===== src/inc/sere_cfg.svh =====
// Constants of the serial EEPROM read/write engine.
`ifndef SERE_CFG_SVH
`define SERE_CFG_SVH

// ****************************************************************
// Device address and array layout
// ****************************************************************
`define SERE_TYPE_CODE      4'ha
`define SERE_AW_DEFAULT     8
`define SERE_OFS_W          4
`define SERE_BYTE_W         8
`define SERE_BYTE_BITS      4'h8
`define SERE_ERASED         8'hff
`define SERE_PAGE_SEL_MAX   3

// ****************************************************************
// Buffering and timing
// ****************************************************************
`define SERE_FIFO_DEPTH     8
`define SERE_CLK_MHZ        50
`define SERE_PROG_TIME_US   3000

`endif


===== src/inc/sere_pkg.sv =====
// Types shared by the serial EEPROM read/write engine.
package sere_pkg;

    // ****************************************************************
    // Bus engine states and received byte kinds
    // ****************************************************************
    typedef enum logic [2:0] {
        SERE_ST_IDLE,
        SERE_ST_RX,
        SERE_ST_ACK,
        SERE_ST_TX,
        SERE_ST_MACK,
        SERE_ST_PROG
    } sere_state_e;

    typedef enum logic [1:0] {
        SERE_K_DEV,
        SERE_K_WORD,
        SERE_K_DATA
    } sere_kind_e;

    // ****************************************************************
    // One received write byte and its place within the page
    // ****************************************************************
    typedef struct packed {
        logic [3:0] offset;
        logic [7:0] data;
    } sere_wbyte_s;

endpackage


===== src/core/sere_mem.sv =====
// Simple dual-port memory with a registered read port and a preset content.
`timescale 1ns/100ps
`default_nettype none

module sere_mem #(
    parameter int          DW   = 8,
    parameter int          AW   = 8,
    parameter logic [7:0]  INIT = 8'hff
) (
    input  wire logic          clk_i,
    input  wire logic          wr_en_i,
    input  wire logic [AW-1:0] wr_addr_i,
    input  wire logic [DW-1:0] wr_data_i,
    input  wire logic [AW-1:0] rd_addr_i,
    output logic      [DW-1:0] rd_data_o
);

    logic [DW-1:0] mem_r [0:(1<<AW)-1];

    // Every cell starts erased; there is no reset for the array itself.
    initial begin
        for (int i = 0; i < (1 << AW); i++) begin
            mem_r[i] = DW'(INIT);
        end
    end

    // Write port.
    always_ff @(posedge clk_i) begin
        if (wr_en_i) begin
            mem_r[wr_addr_i] <= wr_data_i;
        end
    end

    // Read data comes out of a register, one cycle after the address.
    always_ff @(posedge clk_i) begin
        rd_data_o <= mem_r[rd_addr_i];
    end

endmodule

`default_nettype wire


===== src/core/sere_engine.sv =====
// Two-wire serial EEPROM command engine with its write FIFO.
`timescale 1ns/100ps
`default_nettype none
`include "sere_cfg.svh"

// ****************************************************************
// Write byte FIFO
// ****************************************************************
module sere_fifo #(
    parameter int W     = 12,
    parameter int DEPTH = 8
) (
    input  wire logic         clk_i,
    input  wire logic         rst_n_i,
    input  wire logic         in_valid_i,
    output logic              in_ready_o,
    input  wire logic [W-1:0] in_data_i,
    output logic              out_valid_o,
    input  wire logic         out_ready_i,
    output logic      [W-1:0] out_data_o
);

    localparam int PW = $clog2(DEPTH);

    logic [W-1:0] buf_r [0:DEPTH-1];
    logic [PW:0]  wptr_r;
    logic [PW:0]  rptr_r;
    logic         full;
    logic         empty;

    // An extra pointer bit tells full from empty.
    assign full        = (wptr_r[PW] != rptr_r[PW]) && (wptr_r[PW-1:0] == rptr_r[PW-1:0]);
    assign empty       = (wptr_r == rptr_r);
    assign in_ready_o  = ~full;
    assign out_valid_o = ~empty;
    assign out_data_o  = buf_r[rptr_r[PW-1:0]];

    // Storage.
    always_ff @(posedge clk_i) begin
        if (in_valid_i && !full) begin
            buf_r[wptr_r[PW-1:0]] <= in_data_i;
        end
    end

    // Pointers.
    always_ff @(posedge clk_i or negedge rst_n_i) begin
        if (!rst_n_i) begin
            wptr_r <= '0;
            rptr_r <= '0;
        end else begin
            if (in_valid_i && !full) begin
                wptr_r <= wptr_r + 1'b1;
            end
            if (out_ready_i && !empty) begin
                rptr_r <= rptr_r + 1'b1;
            end
        end
    end

endmodule

// ****************************************************************
// Engine top
// ****************************************************************
// Overview of operation
// - Byte write: word address and one data byte are acknowledged, then stop.
// - After the stop ending a write, a self-timed program cycle ignores the bus.
// - Page write: up to fifteen more bytes, each acknowledged, ended by stop.
// - During writes only the low four address bits advance, wrapping in page.
// - More than sixteen bytes wrap in page, later bytes replace earlier ones.
// - Busy device ignores its address; afterwards it acknowledges and proceeds.
// - Program time runs from the ending stop to the end of programming.
// - Write-protect low allows writes; high protects the whole array.
// - Address counter holds last accessed location plus one, kept between transfers.
// - Reads wrap from the last byte of memory to the first.
// - Current-address read sends the byte at the counter; master nacks and stops.
// - Each master acknowledge advances the address and sends the next byte.
// - A nack then stop ends a sequential read; the data line is released.
// - The factory array content reads as all ones.
// - Device address holds type code, zero or page-select bits, direction last.
// - Matching address is acknowledged; a mismatch returns to standby.
// - Array is 16 to 128 pages of sixteen bytes, address 8 to 11 bits.
module sere_engine
    import sere_pkg::*;
#(
    parameter int AW          = `SERE_AW_DEFAULT,
    parameter int PROG_CYCLES = `SERE_PROG_TIME_US * `SERE_CLK_MHZ
) (
    input  wire logic clk_i,
    input  wire logic rst_n_i,
    input  wire logic scl_i,
    input  wire logic sda_i,
    output logic      sda_o,
    output logic      sda_oe_o,
    input  wire logic wp_i,
    output logic      busy_o
);

    import sere_pkg::*;

    localparam int PB = AW - `SERE_BYTE_W;
    localparam int TW = $clog2(PROG_CYCLES + 1);

    // ****************************************************************
    // Pin synchronisers and bus events
    // ****************************************************************
    logic scl_s1_r, scl_s2_r, scl_s3_r;
    logic sda_s1_r, sda_s2_r, sda_s3_r;
    logic wp_s1_r, wp_s2_r;

    // Two flops for every pin; the third stage only serves edge detection.
    always_ff @(posedge clk_i or negedge rst_n_i) begin
        if (!rst_n_i) begin
            {scl_s1_r, scl_s2_r, scl_s3_r} <= 3'h7;
            {sda_s1_r, sda_s2_r, sda_s3_r} <= 3'h7;
            {wp_s1_r, wp_s2_r}             <= 2'h3;
        end else begin
            {scl_s1_r, scl_s2_r, scl_s3_r} <= {scl_i, scl_s1_r, scl_s2_r};
            {sda_s1_r, sda_s2_r, sda_s3_r} <= {sda_i, sda_s1_r, sda_s2_r};
            {wp_s1_r, wp_s2_r}             <= {wp_i, wp_s1_r};
        end
    end

    logic scl_rise, scl_fall, start_det, stop_det;

    // Data changes while the clock is high mark start and stop.
    assign scl_rise  = scl_s2_r & ~scl_s3_r;
    assign scl_fall  = ~scl_s2_r & scl_s3_r;
    assign start_det = scl_s2_r & scl_s3_r & sda_s3_r & ~sda_s2_r;
    assign stop_det  = scl_s2_r & scl_s3_r & ~sda_s3_r & sda_s2_r;

    // ****************************************************************
    // Helpers
    // ****************************************************************
    // Type code must match and unused select bits must be zero.
    function automatic logic dev_match(input logic [7:0] b);
        logic ok;
        ok = (b[7:4] == `SERE_TYPE_CODE);
        for (int i = PB; i < `SERE_PAGE_SEL_MAX; i++) begin
            ok = ok & ~b[i+1];
        end
        return ok;
    endfunction

    // Next address inside the current page only.
    function automatic logic [AW-1:0] page_inc(input logic [AW-1:0] a);
        return {a[AW-1:`SERE_OFS_W], a[`SERE_OFS_W-1:0] + 4'h1};
    endfunction

    // ****************************************************************
    // Bus engine
    // ****************************************************************
    sere_state_e state_r;
    sere_kind_e  kind_r;
    logic        rnw_r;
    logic [3:0]  bit_cnt_r;
    logic [7:0]  shift_r;
    logic        oe_r;
    logic        wr_pend_r;
    logic        prog_done;
    logic [7:0]  arr_rdata;
    logic        active;
    logic        byte_done;
    logic        tx_load;

    assign active    = (state_r != SERE_ST_PROG) && !start_det && !stop_det;
    assign byte_done = active && (state_r == SERE_ST_RX) && scl_fall && (bit_cnt_r == `SERE_BYTE_BITS);
    assign tx_load   = active && scl_fall &&
                       (((state_r == SERE_ST_ACK) && (kind_r == SERE_K_DEV) && rnw_r) ||
                        (state_r == SERE_ST_MACK));

    // Byte framing, acknowledge driving and transmit shifting.
    always_ff @(posedge clk_i or negedge rst_n_i) begin
        if (!rst_n_i) begin
            state_r   <= SERE_ST_IDLE;
            kind_r    <= SERE_K_DEV;
            rnw_r     <= 1'b0;
            bit_cnt_r <= 4'h0;
            shift_r   <= 8'h00;
            oe_r      <= 1'b0;
        end else if (state_r == SERE_ST_PROG) begin
            oe_r <= 1'b0;
            if (prog_done) begin
                state_r <= SERE_ST_IDLE;
            end
        end else if (start_det) begin
            state_r   <= SERE_ST_RX;
            kind_r    <= SERE_K_DEV;
            bit_cnt_r <= 4'h0;
            oe_r      <= 1'b0;
        end else if (stop_det) begin
            oe_r    <= 1'b0;
            state_r <= (wr_pend_r && !wp_s2_r) ? SERE_ST_PROG : SERE_ST_IDLE;
        end else begin
            case (state_r)
                SERE_ST_RX: begin
                    if (scl_rise) begin
                        shift_r   <= {shift_r[6:0], sda_s2_r};
                        bit_cnt_r <= bit_cnt_r + 4'h1;
                    end else if (byte_done) begin
                        bit_cnt_r <= 4'h0;
                        if (kind_r != SERE_K_DEV || dev_match(shift_r)) begin
                            oe_r    <= 1'b1;
                            state_r <= SERE_ST_ACK;
                        end else begin
                            state_r <= SERE_ST_IDLE;
                        end
                        if (kind_r == SERE_K_DEV) begin
                            rnw_r <= shift_r[0];
                        end
                    end
                end
                SERE_ST_ACK: begin
                    if (tx_load) begin
                        shift_r   <= arr_rdata;
                        oe_r      <= ~arr_rdata[7];
                        bit_cnt_r <= 4'h1;
                        state_r   <= SERE_ST_TX;
                    end else if (scl_fall) begin
                        oe_r    <= 1'b0;
                        state_r <= SERE_ST_RX;
                        kind_r  <= (kind_r == SERE_K_DEV) ? SERE_K_WORD : SERE_K_DATA;
                    end
                end
                SERE_ST_TX: begin
                    if (scl_fall) begin
                        if (bit_cnt_r == `SERE_BYTE_BITS) begin
                            oe_r    <= 1'b0;
                            state_r <= SERE_ST_MACK;
                        end else begin
                            oe_r      <= ~shift_r[6];
                            shift_r   <= {shift_r[6:0], 1'b1};
                            bit_cnt_r <= bit_cnt_r + 4'h1;
                        end
                    end
                end
                SERE_ST_MACK: begin
                    if (scl_rise && sda_s2_r) begin
                        state_r <= SERE_ST_IDLE;
                    end else if (tx_load) begin
                        shift_r   <= arr_rdata;
                        oe_r      <= ~arr_rdata[7];
                        bit_cnt_r <= 4'h1;
                        state_r   <= SERE_ST_TX;
                    end
                end
                default: begin
                    oe_r <= 1'b0;
                end
            endcase
        end
    end

    // ****************************************************************
    // Address counter and page select capture
    // ****************************************************************
    logic [AW-1:0] addr_r;
    logic [2:0]    psel_r;

    // The counter survives transfers; only the word address reloads it.
    always_ff @(posedge clk_i or negedge rst_n_i) begin
        if (!rst_n_i) begin
            addr_r <= '0;
            psel_r <= 3'h0;
        end else if (byte_done) begin
            case (kind_r)
                SERE_K_DEV: begin
                    psel_r <= shift_r[3:1];
                end
                SERE_K_WORD: begin
                    addr_r <= AW'({psel_r, shift_r});
                end
                SERE_K_DATA: begin
                    addr_r <= page_inc(addr_r);
                end
                default: begin
                    addr_r <= addr_r;
                end
            endcase
        end else if (tx_load) begin
            addr_r <= addr_r + 1'b1;
        end
    end

    // ****************************************************************
    // Write byte capture into the FIFO
    // ****************************************************************
    sere_wbyte_s push_r;
    logic        push_vld_r;
    logic        fifo_in_rdy;
    logic        fifo_out_vld;
    logic [11:0] fifo_out_raw;
    sere_wbyte_s fifo_out;

    // A byte waits here until the FIFO accepts it; programming waits for it too.
    always_ff @(posedge clk_i or negedge rst_n_i) begin
        if (!rst_n_i) begin
            push_r     <= '0;
            push_vld_r <= 1'b0;
        end else if (byte_done && kind_r == SERE_K_DATA) begin
            push_r     <= '{offset: addr_r[`SERE_OFS_W-1:0], data: shift_r};
            push_vld_r <= 1'b1;
        end else if (fifo_in_rdy) begin
            push_vld_r <= 1'b0;
        end
    end

    // A write is pending once a data byte arrived; a new start abandons it.
    always_ff @(posedge clk_i or negedge rst_n_i) begin
        if (!rst_n_i) begin
            wr_pend_r <= 1'b0;
        end else if (byte_done && kind_r == SERE_K_DATA) begin
            wr_pend_r <= 1'b1;
        end else if (start_det || stop_det) begin
            wr_pend_r <= 1'b0;
        end
    end

    sere_fifo #(
        .W     (12),
        .DEPTH (`SERE_FIFO_DEPTH)
    ) u_fifo (
        .clk_i       (clk_i),
        .rst_n_i     (rst_n_i),
        .in_valid_i  (push_vld_r),
        .in_ready_o  (fifo_in_rdy),
        .in_data_i   (push_r),
        .out_valid_o (fifo_out_vld),
        .out_ready_i (1'b1),
        .out_data_o  (fifo_out_raw)
    );

    assign fifo_out = sere_wbyte_s'(fifo_out_raw);

    // ****************************************************************
    // Page staging buffer and its valid bits
    // ****************************************************************
    logic [15:0] stg_vld_r;
    logic [4:0]  copy_idx_r;
    logic        copy_wr_r;
    logic [3:0]  copy_ofs_r;
    logic [7:0]  stg_rdata;
    logic        drained;

    // Later bytes at the same offset simply overwrite the staged one.
    always_ff @(posedge clk_i or negedge rst_n_i) begin
        if (!rst_n_i) begin
            stg_vld_r <= 16'h0000;
        end else begin
            if ((start_det && state_r != SERE_ST_PROG) || prog_done ||
                (stop_det && state_r != SERE_ST_PROG && wp_s2_r)) begin
                stg_vld_r <= 16'h0000;
            end
            if (fifo_out_vld) begin
                stg_vld_r[fifo_out.offset] <= 1'b1;
            end
        end
    end

    sere_mem #(
        .DW   (`SERE_BYTE_W),
        .AW   (`SERE_OFS_W),
        .INIT (`SERE_ERASED)
    ) u_stage (
        .clk_i     (clk_i),
        .wr_en_i   (fifo_out_vld),
        .wr_addr_i (fifo_out.offset),
        .wr_data_i (fifo_out.data),
        .rd_addr_i (copy_idx_r[3:0]),
        .rd_data_o (stg_rdata)
    );

    // ****************************************************************
    // Program cycle
    // ****************************************************************
    logic [TW-1:0] tmr_r;

    assign drained   = !fifo_out_vld && !push_vld_r;
    assign prog_done = (state_r == SERE_ST_PROG) && (tmr_r >= TW'(PROG_CYCLES - 1)) &&
                       copy_idx_r[4] && !copy_wr_r;

    // Timer runs from the stop; the page copy overlaps its start.
    always_ff @(posedge clk_i or negedge rst_n_i) begin
        if (!rst_n_i) begin
            tmr_r      <= '0;
            copy_idx_r <= 5'h00;
            copy_wr_r  <= 1'b0;
            copy_ofs_r <= 4'h0;
        end else if (state_r != SERE_ST_PROG) begin
            tmr_r      <= '0;
            copy_idx_r <= 5'h00;
            copy_wr_r  <= 1'b0;
        end else begin
            if (tmr_r < TW'(PROG_CYCLES - 1)) begin
                tmr_r <= tmr_r + 1'b1;
            end
            copy_wr_r <= drained && !copy_idx_r[4];
            if (drained && !copy_idx_r[4]) begin
                copy_ofs_r <= copy_idx_r[3:0];
                copy_idx_r <= copy_idx_r + 5'h01;
            end
        end
    end

    // ****************************************************************
    // Array
    // ****************************************************************
    sere_mem #(
        .DW   (`SERE_BYTE_W),
        .AW   (AW),
        .INIT (`SERE_ERASED)
    ) u_array (
        .clk_i     (clk_i),
        .wr_en_i   (copy_wr_r && stg_vld_r[copy_ofs_r]),
        .wr_addr_i ({addr_r[AW-1:`SERE_OFS_W], copy_ofs_r}),
        .wr_data_i (stg_rdata),
        .rd_addr_i (addr_r),
        .rd_data_o (arr_rdata)
    );

    // Open-drain pin: only ever pulls low.
    assign sda_o    = 1'b0;
    assign sda_oe_o = oe_r;
    assign busy_o   = (state_r == SERE_ST_PROG);

endmodule

`default_nettype wire


===== config.mk =====
export PLATFORM = sky130hd
export DESIGN_NAME = sere_engine
export DESIGN_NICKNAME = d
export VERILOG_FILES = /design/src/inc/sere_pkg.sv /design/src/core/sere_mem.sv /design/src/core/sere_engine.sv
export VERILOG_INCLUDE_DIRS = /design/src /design/src/inc
export SDC_FILE = /design/constraint.sdc
export NUM_CORES = 2
export LEC_CHECK = 0
export BUFFER_PORTS_ARGS = -buffer_cell sky130_fd_sc_hd__clkbuf_2
export CAP_MARGIN = 20
export CORE_UTILIZATION = 50
export CTS_BUF_LIST = sky130_fd_sc_hd__clkbuf_4 sky130_fd_sc_hd__clkbuf_8
export DETAILED_ROUTE_END_ITERATION = 16
export PLACE_DENSITY = 0.77
export SYNTH_ARGS = -nofsm -noshare
export SYNTH_HDL_FRONTEND = slang
export SYNTH_SLANG_ARGS = --single-unit

===== constraint.sdc =====
create_clock -name clk_i -period 5.99 [get_ports clk_i]
set_input_delay 0.2995 -clock clk_i [delete_from_list [all_inputs] [get_ports clk_i]]
set_output_delay 0.2995 -clock clk_i [all_outputs]
set_load 0.02 [all_outputs]

==> results.py <==
metrics = {
    "clock_tree": {
        "cts_setup_buffers": 0,
        "clock-sinks": 2389,
        "cts_root_buf": "clkbuf_8",
        "cts_tree": "built",
        "numCtsBuffers": 372,
        "clkLatencyLatePin_ps": 1050,
        "htreeDepth": 5,
        "clockBufferDepth": 4,
        "path_clk_slew_ps": 60,
    },
    "global_routing": {
        "grt_first_pass_wirelength_um": 316000,
        "grt_pass1_vias": 47257,
        "gr-usage-all-layers": 0.229,
        "antenna_found_initial": 4,
        "grt-ovfl-total": 0,
        "grt_max_degree": 215,
    },
    "logic_synthesis": {
        "synth_nets": 4631,
        "ys.flop_type": "edfxtp_1",
        "ys_seq_elements": 2389,
        "synthMostInstantiatedCell": "edfxtp_1",
        "yosysTopAreaCellShare": 0.733,
        "ys_seq_area_frac": 0.764,
        "synth_common_cells": "2272 x edfxtp_1, 494 x mux4_2, 365 x nor2_1",
        "synth.area.top_cells": "edfxtp_1 73%, mux4_2 12%, dfrtp_1 2.5%",
        "avgSynthCellArea_um2": 20.2,
        "async_reset_ff_frac": 0.0423,
        "synth_edf_count": 2272,
        "synth_cell_type_count": 78,
        "syn_inst": 4619,
        "synth_top_area_cell": "edfxtp_1",
        "ys_warn_count": 0,
        "netlist_area_um2": 93100,
    },
    "timing": {
        "grt_setup_unrepaired": "false",
        "hold_viol_final": 0,
        "finalCritPeriodShare": 0.666,
        "max_freq_mhz": 251,
        "finalMaxSlewViolations": 0,
        "finalSetupViolCount": 0,
        "finalWorstSetupSlack_ps": 2000,
        "worst_pin_slew_ps": 1240,
        "finalCriticalPeriod_ps": 3990,
        "setup_tns_ps": 0,
        "whs_ps": 359,
        "fin_skew_ps": 65.4,
        "max_slew_margin": 0.171,
    },
    "setup_path": {
        "startpoint_type": "flop",
        "crit_path_top_delay_cell": "nor2_1",
        "cp.arrival_ps": 4630,
        "end_kind": "flop",
        "r2r_setup_slack_ps": 2000,
        "cpPeakStageDelay_ps": 920,
        "path_cells": "mux4_2 -> mux4_2 -> nand2_1 -> nor2_1 -> nand2_2 -> nor2_1",
        "cp_max_fo": 16,
        "required_ps": 6630,
        "crit_type": "flop to flop",
        "cp_num_buf_inv": 0,
        "crit_family": "simple AND/OR/NAND/NOR gates",
    },
    "cells_and_area": {
        "drive_gt1_frac": 0.256,
        "instances_no_fill": 7600,
        "fin_area_um2": 103000,
        "area_growth_pct": 10.9,
        "fin_nets": 4853,
        "utilization": 0.557,
    },
    "placement": {
        "gp_congestion": 0.908,
        "dpl.hpwl_um": 126000,
        "placed_cell_area_um2": 95900,
        "dp_cells": 6932,
        "port_buffers": 6,
        "dpl_worst_slack_ps": 2010,
    },
    "drt": {
        "wl_um": 214000,
        "drc": 0,
        "detail_route.vias_per_cell": 6.21,
        "drt_iter0_drc": 5823,
        "first_pass_iters": 6,
        "antenna_left": 0,
        "wire_per_inst_um": 28.2,
        "routed-via-count": 47180,
    },
    "floorplanning": {
        "die_h_um": 434,
        "fp.dieW_um": 434,
        "row_count": 158,
        "coreArea_um2": 185000,
        "dieArea_um2": 188000,
        "initial_core_util": 0.503,
        "ioPinCount": 8,
    },
    "pwr": {
        "peakVddDrop_uv": 337,
        "p_leak_nw": 32.8,
        "power.density_nw_per_um2": 384,
        "p_total_mw": 39.6,
    },
    "outcome": {
        "outcome": "complete, no violations",
    },
    "job": {
        "max_cap_viol_count": 0,
    },
    "hold_path": {
        "hold_path_class": "flop to flop",
    },
}
[layout make-up]
cell class / instances / area, um2
Antenna cell: 5 / 12.5
Clock buffer: 504 / 6190
Clock inverter: 144 / 941
Fill cell: 13311 / 82000
Inverter: 17 / 63.8
Multi-Input combinational cell: 1945 / 20600
Sequential cell: 2389 / 71100
Tap cell: 2480 / 3100
Timing Repair Buffer: 116 / 1170
[sequential cells by signal (all words and copies together), names as in the netlist, 3 cells and up]
| signal | cells |
|---|---|
| u_fifo.buf_r | 96 |
| copy_ofs_r | 4 |
| stg_vld_r | 16 |
| u_array.rd_data_o | 8 |
| u_fifo.wptr_r | 4 |
| u_fifo.rptr_r | 4 |
| u_array.mem_r | 2048 |
| u_stage.mem_r | 128 |
| addr_r | 8 |
| state_r | 3 |
| u_stage.rd_data_o | 8 |
| copy_idx_r | 5 |
| shift_r | 8 |
| push_r | 12 |
| tmr_r | 18 |
| bit_cnt_r | 4 |
[layer usage]
metal / global-route usage / vias up / share of wire
met5: 0 / - / 0
met1: 0.317 / 24317 / 0.38
met3: 0.0584 / 495 / 0.11
met2: 0.354 / 2936 / 0.47
met4: 0.0863 / 0 / 0.035
li1: - / 19432 / -
[kinds of logic after synthesis]
group / synth area share
buffers and inverters: 0.0161
AOI/OAI and AO/OA: 0.0342
muxes: 0.151
and+or+nand+nor: 0.0314
adders and majority gates: 0.000941
DFF: 0.764
xor gates and xnor gates: 0.00235
other: 0.0000403
[power by group]
part / internal, mW / total, mW / leakage, nW / switching [mW]
Combinational: 3.62 / 7.58 / 6.93 / 3.96
Sequential: 18.3 / 18.7 / 22.0 / 0.372
Clock: 7.19 / 13.3 / 3.79 / 6.12
Total: 29.1 / 39.6 / 32.8 / 10.5
[final timing paths]
| path | from | endpoint | depth (start not counted) |
|---|---|---|---|
| max in group asynchronous | rst_n_i | addr_r[0] | 4 |
| worst max register to register | copy_ofs_r[0] | u_array.mem_r[216][3] | 6 |
| worst max-delay path | copy_ofs_r[0] | u_array.mem_r[216][3] | 6 |
| worst min-delay path | wp_s1_r | wp_s2_r | 0 |
| worst min register to register | wp_s1_r | wp_s2_r | 0 |
| min in group asynchronous | rst_n_i | wp_s2_r | 3 |
[cells in the final DEF, fill, tap and decap left out, types with 48 or more instances in the layout]
master and count:
a21oi_1 59, a22oi_1 113, buf_4 78, clkbuf_4 120, clkbuf_8 384, clkinv_1 82, dfrtp_1 88, edfxtp_1 2272
mux2_2 65, mux2i_1 224, mux4_2 494, nand2_1 115, nand3_1 48, nor2_1 363, o21ai_0 65, o22ai_1 71
[timing repair]
| item | CTS | global route |
|---|---|---|
| endpoints found under the setup margin | 0 | 0 |
| hold endpoints to repair | 98 | 0 |
| hold buffers | 9 | 0 |
| resized for setup | 0 | 0 |
Note: power is estimated with default switching activity, not from simulation.
